<file path="src/isr_params.svh">
// constants of the status reporting block: bit positions, resets, codes
`ifndef ISR_PARAMS_SVH
`define ISR_PARAMS_SVH

// status byte bit positions
`define ISR_STB_EVQ 2
`define ISR_STB_QUES 3
`define ISR_STB_MAV 4
`define ISR_STB_ESB 5
`define ISR_STB_RQS 6
`define ISR_STB_OPER 7

// standard event latch bit positions
`define ISR_ESR_OPC 0
`define ISR_ESR_RQC 1
`define ISR_ESR_QYE 2
`define ISR_ESR_DDE 3
`define ISR_ESR_EXE 4
`define ISR_ESR_CME 5
`define ISR_ESR_URQ 6
`define ISR_ESR_PON 7

// reset values and implemented-bit mask
`define ISR_ESR_RST 8'h80
`define ISR_ESR_IMPL 8'hbd
`define ISR_SRE_RST 8'h00
`define ISR_ESE_RST 8'h00

// error queue
`define ISR_EQ_DEPTH 10
`define ISR_CODE_NONE 16'sh0000
`define ISR_CODE_OVF 16'shfea2

// error class ranges, signed 16-bit
`define ISR_CME_HI 16'shff9c
`define ISR_CME_LO 16'shff39
`define ISR_EXE_HI 16'shff38
`define ISR_EXE_LO 16'shfed5
`define ISR_DDE_HI 16'shfed4
`define ISR_DDE_LO 16'shfe71
`define ISR_QYE_HI 16'shfe70
`define ISR_QYE_LO 16'shfe0d

`endif

</file>
<file path="src/isr_pkg.sv">
// types shared by the status reporting block
package isr_pkg;
	typedef enum logic [3:0] {
		ISR_CMD_NONE = 4'h0,
		ISR_CMD_STB_Q = 4'h1,
		ISR_CMD_SRE_W = 4'h2,
		ISR_CMD_SRE_Q = 4'h3,
		ISR_CMD_ESE_W = 4'h4,
		ISR_CMD_ESE_Q = 4'h5,
		ISR_CMD_ESR_Q = 4'h6,
		ISR_CMD_OPC = 4'h7,
		ISR_CMD_ERR_Q = 4'h8
	} isr_cmd_e;
	typedef logic signed [15:0] isr_code_t;
endpackage : isr_pkg

</file>
<file path="src/isr_eq_if.sv">
// carrier between the status core and its error queue
`timescale 1ns/1ps
interface isr_eq_if;
	import isr_pkg::*;
	logic push;
	isr_code_t push_code;
	logic pop;
	isr_code_t head;
	logic nonempty;
	logic ovf;
	modport ctl (output push, output push_code, output pop,
		input head, input nonempty, input ovf);
	modport que (input push, input push_code, input pop,
		output head, output nonempty, output ovf);
endinterface : isr_eq_if

</file>
<file path="src/isr_err_queue.sv">
// cyclic error code queue with overflow marking
`timescale 1ns/1ps
`include "isr_params.svh"
module isr_err_queue import isr_pkg::*; #(
	parameter int DEPTH = `ISR_EQ_DEPTH
) (
	input wire logic clk_sys,
	input wire logic rst,
	isr_eq_if.que q
);
	localparam int AW = $clog2(DEPTH);
	localparam logic [AW:0] FULL_CNT = (AW+1)'(DEPTH);

	isr_code_t mem_q [DEPTH];
	logic [AW-1:0] rd_q;
	logic [AW-1:0] wr_q;
	logic [AW:0] cnt_q;
	logic ovf_q;
	logic full;
	logic pop_ok;
	logic push_ok;

	function automatic logic [AW-1:0] eq_inc(input logic [AW-1:0] p);
		eq_inc = (p == AW'(DEPTH - 1)) ? '0 : AW'(p + 1'b1);
	endfunction : eq_inc

	function automatic logic [AW-1:0] eq_dec(input logic [AW-1:0] p);
		eq_dec = (p == '0) ? AW'(DEPTH - 1) : AW'(p - 1'b1);
	endfunction : eq_dec

	assign full = (cnt_q == FULL_CNT);
	assign pop_ok = q.pop && (cnt_q != '0);
	// a pop in the same cycle frees room for the push
	assign push_ok = q.push && (!full || pop_ok);

	always_ff @(posedge clk_sys) begin
		if (push_ok) begin
			mem_q[wr_q] <= q.push_code; // [RULE18]
		end else if (q.push) begin
			// newest slot gives way to the overflow marker
			mem_q[eq_dec(wr_q)] <= `ISR_CODE_OVF; // [RULE24]
		end
	end

	always_ff @(posedge clk_sys) begin
		if (rst) begin
			rd_q <= '0;
			wr_q <= '0;
			cnt_q <= '0;
		end else begin
			if (push_ok)
				wr_q <= eq_inc(wr_q); // [RULE18]
			if (pop_ok)
				rd_q <= eq_inc(rd_q); // [RULE19]
			if (push_ok && !pop_ok)
				cnt_q <= cnt_q + 1'b1;
			else if (pop_ok && !push_ok)
				cnt_q <= cnt_q - 1'b1;
		end
	end

	always_ff @(posedge clk_sys) begin
		if (rst)
			ovf_q <= 1'b0;
		else
			ovf_q <= q.push && !push_ok; // [RULE24]
	end

	// empty queue answers with the no-error code
	assign q.head = (cnt_q != '0) ? mem_q[rd_q] : `ISR_CODE_NONE; // [RULE24]
	assign q.nonempty = (cnt_q != '0);
	assign q.ovf = ovf_q;

	property p_cnt_bound;
		@(posedge clk_sys) disable iff (rst)
		cnt_q <= FULL_CNT;
	endproperty
	a_cnt_bound: assert property (p_cnt_bound) // [RULE18]
		else $error("error queue count above depth");

	property p_ovf_mark;
		@(posedge clk_sys) disable iff (rst)
		(q.push && full && !q.pop) |=> ovf_q && (cnt_q == FULL_CNT)
			&& (mem_q[eq_dec(wr_q)] == `ISR_CODE_OVF);
	endproperty
	a_ovf_mark: assert property (p_ovf_mark) // [RULE24]
		else $error("overflow not marked in newest slot");

	property p_pop_adv;
		@(posedge clk_sys) disable iff (rst)
		(q.pop && cnt_q != '0 && !q.push) |=> cnt_q == $past(cnt_q) - 1'b1;
	endproperty
	a_pop_adv: assert property (p_pop_adv) // [RULE19]
		else $error("read did not advance the error queue");
endmodule : isr_err_queue

</file>
<file path="src/isr_status.sv">
// status byte, standard event latch and error queue summary core
//
// Notes on behaviour
// [RULE1] EVQ set while error queue is non-empty
// [RULE2] MAV follows response waiting in output queue
// [RULE3] ESB set when enabled standard event latched
// [RULE4] RQS set, service requested on enabled summary
// [RULE5] bits 7, 1, 0 of status byte stay zero
// [RULE6] serial poll reads status byte, clears RQS
// [RULE7] status byte query returns the status byte
// [RULE8] service mask is 8 bits, write and read
// [RULE9] OPC command sets event bit 0
// [RULE10] event bits 1 and 6 never set
// [RULE11] query errors set event bit 2
// [RULE12] device errors set event bit 3
// [RULE13] execution errors set event bit 4
// [RULE14] syntax errors set event bit 5
// [RULE15] power-up sets event bit 7
// [RULE16] event latch query returns the latch
// [RULE17] event mask gates latch onto ESB, read/write
// [RULE18] error codes kept in ten-entry cyclic buffer
// [RULE19] error query returns oldest then removes it
// [RULE20] errors reported as signed codes
// [RULE21] codes -100 to -199 set CME
// [RULE22] execution error codes set EXE
// [RULE23] device-specific codes set DDE
// [RULE24] overflow records -350, zero means none pending
// [RULE25] event latch cleared after its query
`timescale 1ns/1ps
`include "isr_params.svh"
module isr_status import isr_pkg::*; #(
	parameter int EQ_DEPTH = `ISR_EQ_DEPTH
) (
	input wire logic clk_sys,
	input wire logic rst,
	input wire logic cmd_valid,
	input wire isr_cmd_e cmd_op,
	input wire logic [7:0] cmd_data,
	input wire logic mav,
	input wire logic err_valid,
	input wire isr_code_t err_code,
	input wire logic qye_evt,
	input wire logic spoll,
	output logic rsp_valid,
	output logic [15:0] rsp_data,
	output logic spoll_valid,
	output logic [7:0] spoll_byte,
	output logic srq,
	output logic [7:0] status_byte
);
	isr_eq_if eq ();

	logic [7:0] esr_q;
	logic [7:0] sre_q;
	logic [7:0] ese_q;
	logic rqs_q;
	logic svc_prev_q;
	logic rsp_valid_q;
	logic [15:0] rsp_data_q;
	logic spoll_valid_q;
	logic [7:0] spoll_byte_q;
	logic [7:0] status_byte_q;

	logic [7:0] ev_set;
	logic [7:0] summary;
	logic [7:0] stb_now;
	logic esb;
	logic svc;
	logic svc_rise;
	logic is_query;
	logic op_esr_q;

	// event bit raised by one queued error code
	function automatic logic [7:0] isr_classify(input isr_code_t c);
		logic [7:0] m;
		m = 8'h00;
		if (c > `ISR_CODE_NONE)
			m[`ISR_ESR_DDE] = 1'b1; // [RULE23]
		else if (c <= `ISR_CME_HI && c >= `ISR_CME_LO)
			m[`ISR_ESR_CME] = 1'b1; // [RULE21] [RULE14]
		else if (c <= `ISR_EXE_HI && c >= `ISR_EXE_LO)
			m[`ISR_ESR_EXE] = 1'b1; // [RULE22] [RULE13]
		else if (c <= `ISR_DDE_HI && c >= `ISR_DDE_LO)
			m[`ISR_ESR_DDE] = 1'b1; // [RULE23] [RULE12]
		else if (c <= `ISR_QYE_HI && c >= `ISR_QYE_LO)
			m[`ISR_ESR_QYE] = 1'b1; // [RULE11]
		isr_classify = m;
	endfunction : isr_classify

	isr_err_queue #(
		.DEPTH(EQ_DEPTH)
	) u_queue (
		.clk_sys(clk_sys),
		.rst(rst),
		.q(eq)
	);

	assign eq.push = err_valid; // [RULE18]
	assign eq.push_code = err_code;
	assign eq.pop = cmd_valid && (cmd_op == ISR_CMD_ERR_Q); // [RULE19]

	assign op_esr_q = cmd_valid && (cmd_op == ISR_CMD_ESR_Q);

	// all events that land this cycle, by class
	always_comb begin
		ev_set = 8'h00;
		if (err_valid)
			ev_set = ev_set | isr_classify(err_code);
		if (eq.ovf)
			ev_set = ev_set | isr_classify(`ISR_CODE_OVF); // [RULE24]
		if (qye_evt)
			ev_set[`ISR_ESR_QYE] = 1'b1; // [RULE11]
		if (cmd_valid && cmd_op == ISR_CMD_OPC)
			ev_set[`ISR_ESR_OPC] = 1'b1; // [RULE9]
	end

	// query clears the latch, but a same-cycle event survives it
	always_ff @(posedge clk_sys) begin
		if (rst)
			esr_q <= `ISR_ESR_RST; // [RULE15]
		else if (op_esr_q)
			esr_q <= ev_set & `ISR_ESR_IMPL; // [RULE25]
		else
			esr_q <= (esr_q | ev_set) & `ISR_ESR_IMPL; // [RULE10]
	end

	always_ff @(posedge clk_sys) begin
		if (rst)
			sre_q <= `ISR_SRE_RST;
		else if (cmd_valid && cmd_op == ISR_CMD_SRE_W)
			sre_q <= cmd_data; // [RULE8]
	end

	always_ff @(posedge clk_sys) begin
		if (rst)
			ese_q <= `ISR_ESE_RST;
		else if (cmd_valid && cmd_op == ISR_CMD_ESE_W)
			ese_q <= cmd_data; // [RULE17]
	end

	assign esb = |(esr_q & ese_q); // [RULE3]

	// questionable and operation summaries have no sources here
	always_comb begin
		summary = 8'h00;
		summary[`ISR_STB_EVQ] = eq.nonempty; // [RULE1]
		summary[`ISR_STB_MAV] = mav; // [RULE2]
		summary[`ISR_STB_ESB] = esb; // [RULE3]
	end

	// the rqs position of the mask is ignored, it cannot feed itself
	assign svc = |(summary & sre_q); // [RULE4]
	assign svc_rise = svc && !svc_prev_q;

	always_comb begin
		stb_now = summary;
		stb_now[`ISR_STB_RQS] = rqs_q; // [RULE5]
	end

	always_ff @(posedge clk_sys) begin
		if (rst)
			svc_prev_q <= 1'b0;
		else
			svc_prev_q <= svc;
	end

	// only a fresh reason requests service, so a poll is not undone
	// by a summary that stays high; a new reason wins over the poll
	always_ff @(posedge clk_sys) begin
		if (rst)
			rqs_q <= 1'b0;
		else if (svc_rise)
			rqs_q <= 1'b1; // [RULE4]
		else if (spoll)
			rqs_q <= 1'b0; // [RULE6]
	end

	always_ff @(posedge clk_sys) begin
		if (rst) begin
			spoll_valid_q <= 1'b0;
			spoll_byte_q <= 8'h00;
		end else begin
			spoll_valid_q <= spoll;
			if (spoll)
				spoll_byte_q <= stb_now; // [RULE6]
		end
	end

	always_ff @(posedge clk_sys) begin
		if (rst)
			status_byte_q <= 8'h00;
		else
			status_byte_q <= stb_now;
	end

	always_comb begin
		is_query = 1'b0;
		if (cmd_valid) begin
			unique case (cmd_op)
			ISR_CMD_STB_Q, ISR_CMD_SRE_Q, ISR_CMD_ESE_Q,
			ISR_CMD_ESR_Q, ISR_CMD_ERR_Q: is_query = 1'b1;
			default: is_query = 1'b0;
			endcase
		end
	end

	always_ff @(posedge clk_sys) begin
		if (rst)
			rsp_valid_q <= 1'b0;
		else
			rsp_valid_q <= is_query;
	end

	// byte answers sit in the low half; error codes use all 16 bits
	always_ff @(posedge clk_sys) begin
		if (rst) begin
			rsp_data_q <= 16'h0000;
		end else if (is_query) begin
			unique case (cmd_op)
			ISR_CMD_STB_Q: rsp_data_q <= {8'h00, stb_now}; // [RULE7]
			ISR_CMD_SRE_Q: rsp_data_q <= {8'h00, sre_q}; // [RULE8]
			ISR_CMD_ESE_Q: rsp_data_q <= {8'h00, ese_q}; // [RULE17]
			ISR_CMD_ESR_Q: rsp_data_q <= {8'h00, esr_q}; // [RULE16]
			default: rsp_data_q <= eq.head; // [RULE20]
			endcase
		end
	end

	assign rsp_valid = rsp_valid_q;
	assign rsp_data = rsp_data_q;
	assign spoll_valid = spoll_valid_q;
	assign spoll_byte = spoll_byte_q;
	assign srq = rqs_q;
	assign status_byte = status_byte_q;

	property p_evq;
		@(posedge clk_sys) disable iff (rst)
		eq.nonempty |=> status_byte_q[`ISR_STB_EVQ];
	endproperty
	a_evq: assert property (p_evq) // [RULE1]
		else $error("EVQ low with errors queued");

	property p_mav;
		@(posedge clk_sys) disable iff (rst)
		1'b1 |=> status_byte_q[`ISR_STB_MAV] == $past(mav);
	endproperty
	a_mav: assert property (p_mav) // [RULE2]
		else $error("MAV does not follow output queue");

	property p_esb;
		@(posedge clk_sys) disable iff (rst)
		1'b1 |=> status_byte_q[`ISR_STB_ESB] == $past(|(esr_q & ese_q));
	endproperty
	a_esb: assert property (p_esb) // [RULE3]
		else $error("ESB disagrees with enabled events");

	property p_rqs_set;
		@(posedge clk_sys) disable iff (rst)
		svc_rise |=> rqs_q ##1 status_byte_q[`ISR_STB_RQS];
	endproperty
	a_rqs_set: assert property (p_rqs_set) // [RULE4]
		else $error("enabled summary did not request service");

	property p_unused_stb;
		@(posedge clk_sys) disable iff (rst)
		status_byte_q[`ISR_STB_OPER] == 1'b0
			&& status_byte_q[1:0] == 2'b00;
	endproperty
	a_unused_stb: assert property (p_unused_stb) // [RULE5]
		else $error("unused status byte bit set");

	property p_poll;
		@(posedge clk_sys) disable iff (rst)
		(spoll && !svc_rise) |=> !rqs_q && spoll_valid_q
			&& spoll_byte_q == $past(stb_now);
	endproperty
	a_poll: assert property (p_poll) // [RULE6]
		else $error("serial poll answer or RQS clear wrong");

	property p_stb_query;
		@(posedge clk_sys) disable iff (rst)
		(cmd_valid && cmd_op == ISR_CMD_STB_Q) |=> rsp_valid_q
			&& rsp_data_q == {8'h00, $past(stb_now)};
	endproperty
	a_stb_query: assert property (p_stb_query) // [RULE7]
		else $error("status byte query answer wrong");

	property p_opc;
		@(posedge clk_sys) disable iff (rst)
		(cmd_valid && cmd_op == ISR_CMD_OPC) |=> esr_q[`ISR_ESR_OPC];
	endproperty
	a_opc: assert property (p_opc) // [RULE9]
		else $error("OPC command did not latch");

	property p_unimpl;
		@(posedge clk_sys) disable iff (rst)
		!esr_q[`ISR_ESR_RQC] && !esr_q[`ISR_ESR_URQ];
	endproperty
	a_unimpl: assert property (p_unimpl) // [RULE10]
		else $error("unimplemented event bit set");

	property p_cme_code;
		@(posedge clk_sys) disable iff (rst)
		(err_valid && err_code <= `ISR_CME_HI && err_code >= `ISR_CME_LO)
			|=> esr_q[`ISR_ESR_CME];
	endproperty
	a_cme_code: assert property (p_cme_code) // [RULE21]
		else $error("command error code did not set CME");

	property p_esr_clear;
		@(posedge clk_sys) disable iff (rst)
		(op_esr_q && ev_set == 8'h00) |=> esr_q == 8'h00
			&& rsp_data_q == {8'h00, $past(esr_q)};
	endproperty
	a_esr_clear: assert property (p_esr_clear) // [RULE25]
		else $error("event latch query did not read and clear");

	property p_err_read;
		@(posedge clk_sys) disable iff (rst)
		(cmd_valid && cmd_op == ISR_CMD_ERR_Q) |=> rsp_valid_q
			&& rsp_data_q == $past(eq.head);
	endproperty
	a_err_read: assert property (p_err_read) // [RULE19]
		else $error("error query did not return oldest code");

	property p_sre_query;
		@(posedge clk_sys) disable iff (rst)
		(cmd_valid && cmd_op == ISR_CMD_SRE_Q) |=> rsp_valid_q
			&& rsp_data_q == {8'h00, $past(sre_q)};
	endproperty
	a_sre_query: assert property (p_sre_query) // [RULE8]
		else $error("service mask query answer wrong");

	property p_qye;
		@(posedge clk_sys) disable iff (rst)
		qye_evt |=> esr_q[`ISR_ESR_QYE];
	endproperty
	a_qye: assert property (p_qye) // [RULE11]
		else $error("query error did not latch");

	property p_exe_code;
		@(posedge clk_sys) disable iff (rst)
		(err_valid && err_code <= `ISR_EXE_HI && err_code >= `ISR_EXE_LO)
			|=> esr_q[`ISR_ESR_EXE];
	endproperty
	a_exe_code: assert property (p_exe_code) // [RULE22]
		else $error("execution error code did not set EXE");

	property p_pon;
		@(posedge clk_sys)
		($past(rst) && !rst) |-> esr_q[`ISR_ESR_PON];
	endproperty
	a_pon: assert property (p_pon) // [RULE15]
		else $error("power-on event missing after reset");
endmodule : isr_status

</file>
<file path="config.mk">
export PLATFORM = sky130hd
export DESIGN_NAME = isr_status
export DESIGN_NICKNAME = d
export VERILOG_FILES = /design/src/isr_pkg.sv /design/src/isr_eq_if.sv /design/src/isr_err_queue.sv /design/src/isr_status.sv
export VERILOG_INCLUDE_DIRS = /design/src
export SDC_FILE = /design/constraint.sdc
export NUM_CORES = 1
export LEC_CHECK = 0
export ABC_CLOCK_PERIOD_IN_PS = 5500
export BUFFER_PORTS_ARGS = -buffer_cell sky130_fd_sc_hd__buf_2
export CAP_MARGIN = 0
export CORE_UTILIZATION = 45
export DETAILED_ROUTE_END_ITERATION = 8
export PLACE_DENSITY = 0.62
export SYNTH_ARGS = -nofsm -noshare
export SYNTH_HDL_FRONTEND = slang
export SYNTH_SLANG_ARGS = --single-unit
export TNS_END_PERCENT = 100
</file>
<file path="constraint.sdc">
create_clock -name clk_sys -period 5.5 [get_ports clk_sys]
set_input_delay 1.375 -clock clk_sys [delete_from_list [all_inputs] [get_ports clk_sys]]
set_output_delay 1.375 -clock clk_sys [all_outputs]
set_load 0.01 [all_outputs]
</file>
Word-level counts from Yosys, hierarchy flattened
Memory sizes are Yosys's and may differ from the RTL's. A register that Yosys moved wholly into a read port is not among the register bits.
Index checks and enable logic that the tools add are counted.
{"block": "totals", "out_inout_bits": 35, "wordCells": 108, "latchBits": 0, "mem_count": 1, "ramBits": 160, "romBits": 0, "regBits": 70}
{"block": "classes", "n_mux": 36, "n_reduce_logical": 28, "multipliers": 0, "n_div": 0, "n_bitwise": 3, "shifts": 0, "n_eq_ne": 11, "magnitude_cmp": 9, "add_sub_neg": 5}
{"memory": "u_queue.mem_q", "words": 10, "width": 16, "rd": 1, "rd_clocked_by_memory_dff": 1, "write_ports": 1, "line_no": "isr_err_queue.sv:14", "source": "isr_code_t mem_q [DEPTH];"}
{"operator": "$pmux 16 s4", "count": 1}
{"operator": "$ge 16x10->1 const B", "count": 3}
{"operator": "$le 16x10->1 const B", "count": 2}
{"operator": "$mux 16", "count": 2}
{"operator": "$mux 4", "count": 7}
{"operator": "$mux 1", "count": 19}
{"operator": "$eq 4x3->1 const B", "count": 4}
{"operator": "$ge 16x9->1 const B", "count": 1}
{"operator": "$gt 16x1->1 const B", "count": 1}
{"operator": "$le 16x8->1 const B", "count": 1}
{"operator": "$le 16x9->1 const B", "count": 1}
{"operator": "$reduce_or 16->1", "count": 1}
{"operator": "$reduce_or 8->1", "count": 2}
{"operator": "$logic_and 1x1->1", "count": 15}
{"operator": "$eq 4x4->1 const B", "count": 3}
{"operator": "$mux 5", "count": 2}
{"operator": "$add 4x1->4 const B", "count": 2}
{"operator": "$and 6x8->8", "count": 1}
{"operator": "$and 8x8->8", "count": 1}
{"operator": "$eq 4x2->1 const B", "count": 2}
{"operator": "$mux 8", "count": 1}
{"operator": "$or 8x6->8", "count": 1}
{"operator": "$mux 6", "count": 1}
{"operator": "$add 5x1->5 const B", "count": 1}
{"operator": "12 further kinds", "count": 17}

Depth between registers and ports, before layout
{"block": "logic_depth", "depth_word": 12, "depth_mapped": 12}

By module
A second synthesis with hierarchy kept.
{"block": "unflattened", "cells_unflattened": 691, "hier_area_um2": 9706.8}
{"mod": "isr_err_queue", "cells_each": 408, "area_each_um2": 7176.9, "n_inst": 1}
{"mod": "isr_status", "cells_each": 283, "area_each_um2": 2529.9, "n_inst": 1}

Worst setup path before layout
Ideal clock, no wire load.
{"block": "synth_path", "path_type": "input to register", "startpoint": "in cmd_op[2]", "endpoint": "mem u_queue.mem_q[3][0] in the netlist's numbering (enable)", "arrival_ps": 3617, "path_buffers": 2, "path_stages": 7, "slack_ps": 1473, "cell_sequence": "buf_2 -> nor4b_2 -> a2111o_1 -> buf_6 -> and2_4 -> a22oi_1 -> nor3_1"}
{"block": "synth_via", "elab_chain_cells": 9}
{"element": "from (decl)", "line_no": "isr_status.sv:37", "source": "input wire isr_cmd_e cmd_op,"}
{"element": "$eq 4x4->1 (*)", "line_no": "isr_status.sv:100", "source": "assign eq.pop = cmd_valid && (cmd_op == ISR_CMD_ERR_Q);"}
{"element": "$logic_and 1x1->1 (*)", "line_no": "isr_status.sv:100"}
{"element": "$logic_and 1x1->1 (*)", "line_no": "isr_err_queue.sv:32", "source": "assign pop_ok = q.pop && (cnt_q != '0);"}
{"element": "$logic_or 1x1->1 (*)", "line_no": "isr_err_queue.sv:34", "source": "assign push_ok = q.push && (!full || pop_ok);"}
{"element": "$logic_and 1x1->1 (*)", "line_no": "isr_err_queue.sv:34"}
{"element": "$mux 1", "line_no": "isr_err_queue.sv:37", "source": "if (push_ok) begin"}
{"element": "$mux 1 (no source line)"}
{"element": "$reduce_or 16->1 (no source line)"}
{"element": "$mux 4 (no source line) or $mux 1 (tied branches)"}
{"element": "to (decl)", "line_no": "isr_err_queue.sv:14"}
Mark *: on every way between the ends. The rest lies on a longest branch, timed or not.

Worst setup path after layout
{"block": "layout_path", "startpoint": "in cmd_op[1]", "endpoint": "mem u_queue.mem_q[7][3] in the netlist's numbering (enable)"}
Same word-level chain as after synthesis.

==> out/results.ini <==
[status]
outcome=complete, no violations

[detailed_routing]
drtAntennaViolNets=0
wl_per_cell_um=20.8
drcViolationCount=0
vias_per_cell=5.65
drt_iter0_drc=348
vias=5699
routed_wl_um=21000
drt_first_pass_iters=5

[clock_network]
clkSlewWorstSetupHoldPaths_ns=0.06
cts_buffer_depth=3
postCtsHoldBufs=0
clock_latency_ns=0.52
cts_buffers=24
root_buffer=clkbuf_16
htree_levels=1
cts_tree=built
cts.repair.resized=0
cts_sinks=228
cts_setup_buffers=0

[global_routing]
grt_start_max_net_pins=36
antenna_found_initial=0
overflow=0
grt_pass1_wl_um=32800
grt_pass1_vias=5679
gr-usage-all-layers=0.198

[timing]
post-route-period-util=0.694
slew_headroom=0.301
min_period_ns=3.82
finalClockSkew_ns=0.0185
slew_violations=0
rsz0062_at_grt=no
final_hold_viol_count=0
finalSetupViolations=0
fin_tns_setup_ns=0
tightest_slew_ns=1.05
fmax_mhz=262

[final_layout]
drive_above_1_share=0.225
diodes=0
syn2layout_area_growth_pct=14.0
design_area_mm2=0.0109
nets=761

[hold_path]
min_path_cells=1
hold_path_class=flip-flop to flip-flop
min_to=rsp_data[10]
hold_start=rsp_data[10]

[placement]
place_area_mm2=0.0101
portBuffers=61
place.gp.congestion=0.814
hpwl_um=14000

[power_and_ir_drop]
leakagePower_nw=3.82
ir_drop_uv=229
power.density_mw_per_mm2=352

[yosys]
ys_seq_area_frac=0.647
synthArstFlopShare=0
syn_area_mm2=0.00952
synth_cell_types=66
syn_area_per_cell_um2=14.5
synth_ff_type=edfxtp_1
netlist_instances=659
yosysWarnings=0
synth_edf_count=160
synth-seq-cells=228

[worst_setup_path]
cp.arrival_ns=3.95
r2r_end=u_queue.cnt_q[4]
cp-start-kind=input pin
timing.reg2reg.setup_slack_ns=2.46
rr_startpoint=u_queue.cnt_q[0]
crit_type=input pin to flip-flop
end_kind=flip-flop
crit_required_ns=5.63
crit_fanout=21
rr_worst_depth=11

[floorplan]
core_area_mm2=0.0205
dieArea_mm2=0.0217
rows=52
die_y_um=147
io_pins=70
initial_utilization=0.465
die_w_um=147

[run]
drv_cap=0

-- per-layer routing --
metal,vias up,wire (µm),track usage
li1,2642,-,-
met5,-,0,0
met4,0,420,0.0500
met1,2850,9430,0.274
met2,174,10100,0.326
met3,33,1060,0.0330
-- cells in the final DEF, fill, tap and decap left out, types with 15 or more instances in the layout --
master	count
edfxtp_1	160
nor2_1	67
dfxtp_1	67
buf_2	61
mux2i_1	38
mux4_2	35
a21oi_1	25
clkbuf_16	24
nor2b_1	23
nand2_1	19
a211oi_1	15
-- synth_stat cells, types with 9 or more instances --
library cell	number	area, µm²
a22o_1	14	123
mux4_2	35	788
dfxtp_1	68	1360
nand2_1	19	71.3
inv_1	9	33.8
nor2_1	67	251
buf_2	10	50.1
mux2i_1	38	380
nor2b_1	23	144
nor3_1	12	60.1
edfxtp_1	160	4800
buf_4	10	75.1
a211oi_1	15	113
a21oi_1	25	125
nand2b_1	14	87.6
o21ai_0	11	55.1
clkbuf_1	16	60.1
-- worst max path at each step --
| stage | startpoint | endpoint |
|---|---|---|
| 5_1_grt | cmd_op[1] | u_queue.mem_q[7][3] |
| 4_1_cts | cmd_op[1] | u_queue.mem_q[7][3] |
| 2_1_floorplan | cmd_op[2] | u_queue.mem_q[3][0] |
| 6_report | cmd_op[1] | u_queue.mem_q[7][3] |
| 3_3_place_gp | cmd_op[1] | u_queue.mem_q[7][11] |
| 3_5_place_dp | cmd_op[1] | u_queue.mem_q[7][11] |
-- critical path, cell delays in order --
cell,delay [ns]
buf_2,0.17
nor4b_2,0.52
a2111o_1,0.69
nand2_1,0.22
nor3_1,0.21
o21a_1,0.76
-- metrics by stage --
| stage | hold WS (ns) | setup slack (ns) | std cells | utilization | power (W) |
|---|---|---|---|---|---|
| after floorplan | 0.450 | 1.47 | 666 | - | 0.00216 |
| after global placement | 0.461 | 1.32 | 965 | 0.490 | 0.00225 |
| after detailed placement | 0.465 | 1.16 | 965 | 0.490 | 0.00226 |
| after CTS | 0.480 | 1.68 | 1009 | 0.529 | 0.00385 |
| after global routing | 0.501 | 1.49 | 1009 | 0.529 | 0.00395 |
| final | 0.482 | 1.68 | 1009 | 0.529 | 0.00382 |
-- registers in the layout, indices dropped and copies added, names as in the netlist, named ones only --
register	cells
spoll_byte	4
svc_prev_q	1
sre_q	8
rsp_data	16
u_queue.rd_q	4
esr_q	6
u_queue.q.ovf	1
u_queue.mem_q	160
u_queue.cnt_q	5
spoll_valid	1
srq	1
u_queue.wr_q	4
status_byte	4
rsp_valid	1
ese_q	8
-- report_power, final --
group / total [W] / switching [W] / internal [W]
logic: 0.000303 / 0.000185 / 0.000118
registers: 0.00192 / 0.0000309 / 0.00189
clock network: 0.00159 / 0.000633 / 0.000960
total: 0.00382 / 0.000849 / 0.00297
-- area by class of cell --
| class | instances | area (µm²) |
|---|---|---|
| sequential | 228 | 6170 |
| fill | 1699 | 9640 |
| inverter | 9 | 33.8 |
| multi-input combinational | 384 | 3110 |
| clock buffer | 38 | 733 |
| tap | 270 | 338 |
| timing repair buffer | 74 | 403 |
| clock inverter | 6 | 66.3 |
-- cell families after synthesis --
logic type,after synthesis,synth area share
adders and majority gates,5,0.00736
DFF,228,0.647
and+or+nand+nor,184,0.102
buffers and inverters,54,0.0306
other,1,0.000394
muxes,74,0.124
xor gates and xnor gates,9,0.00828
AOI/OAI and AO/OA,104,0.0796
(Power assumes the default switching activity.)
